[src/design/t1np_pkg.sv]
// Package with the map, field layout, reset values and carrier types of the next page registers.
package t1np_pkg;

    // ************************************************************
    // Register indices; the byte address on the bus is four times the index.
    // ************************************************************
    localparam logic [9:0] IDX_PB_LOW = 10'h206;
    localparam logic [9:0] IDX_PB_HIGH = 10'h207;
    localparam logic [9:0] IDX_NP_LOW = 10'h208;
    localparam logic [9:0] IDX_NP_MID = 10'h209;
    localparam logic [9:0] IDX_NP_HIGH = 10'h20A;
    localparam logic [9:0] IDX_LVL_CTRL = 10'h210;

    // ************************************************************
    // Field positions.
    // ************************************************************
    localparam int PB_HI_EEE_BIT = 14;
    localparam int PB_HI_ABLE_BIT = 13;
    localparam int PB_HI_REQ_BIT = 12;
    localparam int PB_HI_HD_BIT = 11;
    localparam int NP_MORE_BIT = 15;
    localparam int NP_ACK_BIT = 14;
    localparam int NP_ENC_BIT = 13;
    localparam int NP_COMPLY_BIT = 12;
    localparam int NP_FLIP_BIT = 11;
    localparam int LVL_LOCAL_REQ_BIT = 12;

    // ************************************************************
    // Masks and reset values.
    // ************************************************************
    localparam logic [15:0] PB_HI_MASK = 16'h7800;
    localparam logic [15:0] NP_LOW_WMASK = 16'hB7FF;
    localparam logic [15:0] LVL_WMASK = 16'h1000;
    localparam logic [15:0] NP_LOW_RST = 16'h2001;
    localparam logic [15:0] NP_MID_RST = 16'h0000;
    localparam logic [15:0] NP_HIGH_RST = 16'h0000;
    localparam logic [15:0] LVL_RST = 16'h0000;
    localparam logic [15:0] PB_HIGH_RST = 16'h0000;

    // ************************************************************
    // Carrier types.
    // ************************************************************
    typedef struct packed {
        logic [15:0] high;
        logic [15:0] low;
    } t1np_partner_s;

    typedef struct packed {
        logic [15:0] high;
        logic [15:0] mid;
        logic [15:0] low;
    } t1np_page_s;

    typedef struct packed {
        logic ack;
        logic [31:0] rdat;
        logic [15:0] pb_high;
        logic [15:0] np_low;
        logic [15:0] np_mid;
        logic [15:0] np_high;
        logic [15:0] lvl;
        logic np_ack;
        logic flip;
        t1np_page_s page;
        logic page_valid;
        logic level_sel;
    } t1np_state_s;

endpackage : t1np_pkg

[src/design/t1np_regs.sv]
// Next page transmit and partner ability registers behind a classic Wishbone slave.
`timescale 1ns/1ps
`default_nettype none

// Overview of operation
// - Read-only flag shows partner ability to transmit at the 2.4 V p-p level.
// - Partner ability, partner request and the local request bit together pick 2.4 V or 1.0 V level.
// - Read-only flag shows partner request for the high level; resets to zero.
// - Read-only flag shows partner half-duplex short-reach ability; resets to zero.
// - Power-up or autonegotiation reset returns the low word to a null message page.
// - Writable request bit tells the partner another page follows; resets to zero.
// - Acknowledge bit is read-only, resets to zero and is managed by hardware.
// - Writable encoding bit: 0 unformatted, 1 message page; resets to one.
// - Toggle bit reads zero; hardware sets it to keep pages in step.
// - Eleven-bit writable code field, reset to 1: 1 null, 5 tagged, 6 identifier.
// - Reading the low ability word latches the high word; high reads the copy.
module t1np_regs (
    input wire logic clk_i,
    input wire logic rst_i,
    input wire logic wb_cyc_i,
    input wire logic wb_stb_i,
    input wire logic wb_we_i,
    input wire logic [11:0] wb_adr_i,
    input wire logic [3:0] wb_sel_i,
    input wire logic [31:0] wb_dat_i,
    output logic [31:0] wb_dat_o,
    output logic wb_ack_o,
    input wire logic an_reset_i,
    input wire logic base_toggle_i,
    input wire t1np_pkg::t1np_partner_s partner_ability_i,
    input wire logic partner_ack_i,
    output t1np_pkg::t1np_page_s np_page_o,
    output logic np_page_valid_o,
    output logic high_level_select_o
);

    // ************************************************************
    // Helpers.
    // ************************************************************

    // Byte-lane merge of a 16-bit register, limited to its writable bits.
    function automatic logic [15:0] t1np_merge(
        input logic [15:0] old,
        input logic [15:0] wdat,
        input logic [1:0] sel,
        input logic [15:0] wmask
    );
        logic [15:0] lane;
        lane = {{8{sel[1]}}, {8{sel[0]}}} & wmask;
        t1np_merge = (old & ~lane) | (wdat & lane);
    endfunction : t1np_merge

    // Widen a 16-bit register into the low half of a bus word.
    function automatic logic [31:0] t1np_word(input logic [15:0] val);
        t1np_word = {16'h0000, val};
    endfunction : t1np_word

    // ************************************************************
    // State.
    // ************************************************************
    t1np_pkg::t1np_state_s state_q;
    t1np_pkg::t1np_state_s state_d;
    logic [9:0] idx;
    logic req;
    logic wr_go;
    logic rd_go;
    logic [31:0] rd_mux;
    logic [15:0] np_low_view;
    logic [15:0] new_low;

    assign idx = wb_adr_i[11:2];
    assign req = wb_cyc_i & wb_stb_i;
    // A write lands, and a read side effect fires, only at the edge the master sees ack.
    assign wr_go = req & state_q.ack & wb_we_i;
    assign rd_go = req & state_q.ack & ~wb_we_i;

    // ************************************************************
    // Read view.
    // ************************************************************

    // The toggle is never stored in the software copy, so it always reads zero.
    always_comb begin
        np_low_view = state_q.np_low;
        np_low_view[t1np_pkg::NP_ACK_BIT] = state_q.np_ack;
        np_low_view[t1np_pkg::NP_FLIP_BIT] = 1'b0;
    end

    always_comb begin
        case (idx)
            t1np_pkg::IDX_PB_LOW: begin
                rd_mux = t1np_word(partner_ability_i.low);
            end
            t1np_pkg::IDX_PB_HIGH: begin
                rd_mux = t1np_word(state_q.pb_high);
            end
            t1np_pkg::IDX_NP_LOW: begin
                rd_mux = t1np_word(np_low_view);
            end
            t1np_pkg::IDX_NP_MID: begin
                rd_mux = t1np_word(state_q.np_mid);
            end
            t1np_pkg::IDX_NP_HIGH: begin
                rd_mux = t1np_word(state_q.np_high);
            end
            t1np_pkg::IDX_LVL_CTRL: begin
                rd_mux = t1np_word(state_q.lvl);
            end
            default: begin
                rd_mux = 32'h00000000;
            end
        endcase
    end

    // ************************************************************
    // Next state.
    // ************************************************************
    always_comb begin
        new_low = t1np_merge(state_q.np_low, wb_dat_i[15:0], wb_sel_i[1:0],
                             t1np_pkg::NP_LOW_WMASK);
        state_d = state_q;
        state_d.ack = 1'b0;
        state_d.page_valid = 1'b0;

        // Bus answer: one cycle of ack, then ack drops for the released cycle.
        if (req && !state_q.ack) begin
            state_d.ack = 1'b1;
            state_d.rdat = rd_mux;
        end

        // The high ability word is a snapshot taken when software reads the low word.
        if (rd_go && idx == t1np_pkg::IDX_PB_LOW) begin
            state_d.pb_high = partner_ability_i.high & t1np_pkg::PB_HI_MASK;
        end

        if (wr_go) begin
            case (idx)
                t1np_pkg::IDX_NP_MID: begin
                    state_d.np_mid = t1np_merge(state_q.np_mid, wb_dat_i[15:0],
                                                wb_sel_i[1:0], 16'hFFFF);
                end
                t1np_pkg::IDX_NP_HIGH: begin
                    state_d.np_high = t1np_merge(state_q.np_high, wb_dat_i[15:0],
                                                 wb_sel_i[1:0], 16'hFFFF);
                end
                t1np_pkg::IDX_LVL_CTRL: begin
                    state_d.lvl = t1np_merge(state_q.lvl, wb_dat_i[15:0],
                                             wb_sel_i[1:0], t1np_pkg::LVL_WMASK);
                end
                t1np_pkg::IDX_NP_LOW: begin
                    // Writing the low word completes the page, so the other two
                    // words must already hold their final contents.
                    state_d.np_low = new_low;
                    state_d.page.high = state_q.np_high;
                    state_d.page.mid = state_q.np_mid;
                    state_d.page.low = new_low;
                    state_d.page.low[t1np_pkg::NP_ACK_BIT] = state_q.np_ack;
                    state_d.page.low[t1np_pkg::NP_FLIP_BIT] = state_q.flip;
                    state_d.page_valid = 1'b1;
                    state_d.flip = ~state_q.flip;
                    state_d.np_ack = 1'b0;
                end
                default: begin
                    state_d.np_low = state_q.np_low;
                end
            endcase
        end

        // A partner acknowledge in the same cycle as a new page still sticks.
        if (partner_ack_i) begin
            state_d.np_ack = 1'b1;
        end

        // Transmit level: high only when both partner bits and the local request agree.
        state_d.level_sel = partner_ability_i.high[t1np_pkg::PB_HI_ABLE_BIT]
                          & partner_ability_i.high[t1np_pkg::PB_HI_REQ_BIT]
                          & state_q.lvl[t1np_pkg::LVL_LOCAL_REQ_BIT];

        // Autonegotiation reset restores the page words and reseeds the toggle.
        if (an_reset_i) begin
            state_d.np_low = t1np_pkg::NP_LOW_RST;
            state_d.np_mid = t1np_pkg::NP_MID_RST;
            state_d.np_high = t1np_pkg::NP_HIGH_RST;
            state_d.np_ack = 1'b0;
            state_d.flip = ~base_toggle_i;
            state_d.page_valid = 1'b0;
        end
    end

    // ************************************************************
    // Registers.
    // ************************************************************
    always_ff @(posedge clk_i) begin
        if (rst_i) begin
            state_q.ack <= 1'b0;
            state_q.rdat <= 32'h00000000;
            state_q.pb_high <= t1np_pkg::PB_HIGH_RST;
            state_q.np_low <= t1np_pkg::NP_LOW_RST;
            state_q.np_mid <= t1np_pkg::NP_MID_RST;
            state_q.np_high <= t1np_pkg::NP_HIGH_RST;
            state_q.lvl <= t1np_pkg::LVL_RST;
            state_q.np_ack <= 1'b0;
            state_q.flip <= 1'b0;
            state_q.page <= '0;
            state_q.page_valid <= 1'b0;
            state_q.level_sel <= 1'b0;
        end else begin
            state_q <= state_d;
        end
    end

    assign wb_ack_o = state_q.ack;
    assign wb_dat_o = state_q.rdat;
    assign np_page_o = state_q.page;
    assign np_page_valid_o = state_q.page_valid;
    assign high_level_select_o = state_q.level_sel;

endmodule : t1np_regs

`default_nettype wire

[config.mk]
export PLATFORM = sky130hd
export DESIGN_NAME = t1np_regs
export DESIGN_NICKNAME = d
export VERILOG_FILES = /design/src/design/t1np_pkg.sv /design/src/design/t1np_regs.sv
export SDC_FILE = /design/constraint.sdc
export NUM_CORES = 1
export LEC_CHECK = 0
export BUFFER_PORTS_ARGS = -buffer_cell sky130_fd_sc_hd__buf_2
export CORE_ASPECT_RATIO = 1.4
export CORE_MARGIN = 4
export CORE_UTILIZATION = 47
export DETAILED_ROUTE_END_ITERATION = 8
export GPL_TIMING_DRIVEN = 0
export PLACE_DENSITY_LB_ADDON = 0.1
export SETUP_SLACK_MARGIN = 0.05
export SKIP_LAST_GASP = 1
export SYNTH_ARGS = -nofsm -noshare
export SYNTH_HDL_FRONTEND = slang
export SYNTH_SLANG_ARGS = --single-unit
[constraint.sdc]
create_clock -name clk_i -period 1.76 [get_ports clk_i]
set_input_delay 0.176 -clock clk_i [delete_from_list [all_inputs] [get_ports clk_i]]
set_output_delay 0.176 -clock clk_i [all_outputs]
set_load 0.02 [all_outputs]
==> results.txt <==
status = complete, no violations
WHS = 0.0327 ns
global-route wire length before repair = 31800 um
Detail Route Antenna Nets = 0
slowest CP cell = dfxtp_4
WL/cell = 19.6 um
GRT Resource Usage Total = 0.275
Rows = 48
clock-pin slew on the worst setup and hold paths = 0.06 ns
CTS Sinks = 120
worst skew pair latency = 0.41 ns
Netlist cell types = 49
Leakage = 3.06 nW
crit path cell chain = and4_4 > nand4_1 > buf_6 > buf_4 > o31a_1 > a311o_1
TritonRoute pass-1 iters = 5
Synth Cell Area = 6010 um^2
final setup fails = 0
slew margin rel. = 0.499
grt ovf = 0
CP Launch Point = wb_ack_o
initial DRC count = 360
CP Capture Type = flip-flop
Highest Signal Layer = met4
clk_skew = 0.00852 ns
post-synthesis average cell area = 8.33 um^2
crit path max fanout = 5
#FFs+latches synth = 120
met2 WL = 10200 um
routed wire length = 20500 um
dpl hpwl = 15800 um
Setup Slack @ Placement = -0.845 ns
Core Area = 12400 um^2
layout net count = 971
total CTS buffers = 17
Core Util, Final = 0.615
kind of critical path = reg -> reg
Primary FF master, synth = dfxtp_1
via count = 5942
Pwr Total = 6.44 mW
ANT cells = 0
Worst-Margin Slew = 0.752 ns
Sum Neg Setup Slack = 0 ns
DIE HEIGHT = 142 um
Final WS setup = 0.106 ns
max_cap viols = 0
Max Slew Vio Count = 0
share of cells above drive strength 1 = 0.325
Period minus WS final = 1.65 ns
PortBufs = 120
IO Pins = 171
routability cong. = 0.922
worst reg2reg startpoint = wb_ack_o
drt drc = 0
Synth Warn # = 0
CTS H-tree depth = 4
Post-synth EDFFs = 0
initial antenna violation count = 0
VDD IR max = 0.631 mV
WP data arrival = 1.95 ns
Synth Instances = 721
met3 WL post-DR = 1170 um
Power Density = 843 nW/um^2
Fin. Hold Viols = 0
RSZ-0062 raised after global routing = true
Hold WC Path Type = in -> reg
vias in the first global route = 5634
fin crit share = 0.940
pin count of the biggest net entering global routing = 17
sequential share of the synthesized area = 0.400
P&R area growth vs syn = 27.2%
Die Span X = 104 um
Fmax = 0.604 GHz
ys async rst share = 0
startpoint types = flip-flop
hold_sp = partner_ability_i[27]
starting density of the core = 0.483
Die ar. = 14700 um^2
Max Buffers Root-to-Sink = 2
CTS Root Cell = clkbuf_16
met1 wire length = 8560 um
CTS tree = yes
Vias/cell = 5.69
WP data required = 2.06 ns
CP max stage delay = 0.36 ns
## cell type report
class	count	area, um^2
fillers	1158	4790
repair buffers	130	697
flip-flops and latches	120	2410
inverters	7	26.3
plain buffers	145	935
well taps	150	188
clock inverters	13	108
multi-input cells	462	2840
clock buffers	18	439
## kinds of logic (layout without fill, tap and decap cells)
kind of cell	count (synthesis)	after routing	share of synthesized area
muxes	26	26	0.0435
AOI/OAI and AO/OA	255	255	0.242
and+or+nand+nor	165	165	0.166
buffers and inverters	154	313	0.147
other	1	16	0.000624
DFF	120	120	0.400
## metrics by stage
stage               instance area, um^2  instances
floorplan                          6080        736
global route                       7640       1045
global placement                   6870       1006
detailed placement                 6870       1006
CTS                                7530       1043
finish                             7640       1045
## Yosys cell counts (all sizes together), types with 2 or more instances
cell,instances,share of area
nand3b,16,0.020
or2,3,0.0031
nand4,47,0.049
nor3b,4,0.0050
nand4b,2,0.0029
nor2b,8,0.0083
inv,7,0.0044
and2,3,0.0031
o2bb2ai,9,0.013
nand2,18,0.011
a311o,2,0.0033
o31ai,12,0.015
a211oi,15,0.019
mux2i,25,0.042
a22oi,10,0.012
nor3,2,0.0035
nand3,38,0.032
a221oi,5,0.0073
o21ai,90,0.075
clkbuf,59,0.037
buf,88,0.11
nor2,8,0.0050
nand2b,2,0.0021
dfxtp,120,0.40
or4,2,0.0025
o31a,2,0.0029
and4,2,0.0029
or4b,2,0.0040
a21oi,105,0.087
## worst max-delay path: cells and delay by family, from the launching register on
family	cells	cell delay, ns
AO/OA/AOI/OAI	2	0.50
buffers and inverters	2	0.30
flip-flops	1	0.36
AND/OR/NAND/NOR	2	0.37
## final timing paths
kind	slack, ns	to	depth (start not counted)
worst max-delay path	0.11	np_low_view[0]	6
worst min-delay path	0.03	state_q[127]	3
worst max register to register	0.11	np_low_view[0]	6
worst min register to register	0.45	wb_dat_o[8]	2
## routing by layer
metal  up-vias  global-route usage
li1       2890                   -
met1      2781               0.338
met2       243               0.482
met3        28              0.0555
met4         0              0.0966
met5         -                   0
## power by group
group / total [mW] / switching (mW) / internal (mW)
clock: 3.24 / 1.29 / 1.95
sequential: 2.73 / 0.00401 / 2.72
combinational: 0.476 / 0.322 / 0.154
total: 6.44 / 1.62 / 4.83
## what timing repair did
item | CTS | global route
hold endpoints to repair | 2 | 0
resized for setup | 24 | 60
pin swaps | 2 | 3
buffers inserted | 6 | 2
hold buffers | 2 | 0
endpoints found under the setup margin | 99 | 111
## cell usage in the layout, fill, tap and decap left out, drive strengths merged, types with 3 or more instances in the layout
cell type,Yosys,final
nand3,38,38
mux2i,25,25
conb,1,16
a221oi,5,5
o31ai,12,12
buf,88,219
o2bb2ai,9,9
clkbuf,59,72
clkinvlp,0,4
a22oi,10,10
and2,3,3
clkinv,0,8
nand3b,16,16
nor2b,8,8
nand2,18,18
or2,3,3
nor2,8,8
a21oi,105,105
inv,7,7
dfxtp,120,120
a211oi,15,15
nor3b,4,4
nand4,47,47
o21ai,90,90
Note: power is estimated with default switching activity, not from simulation.
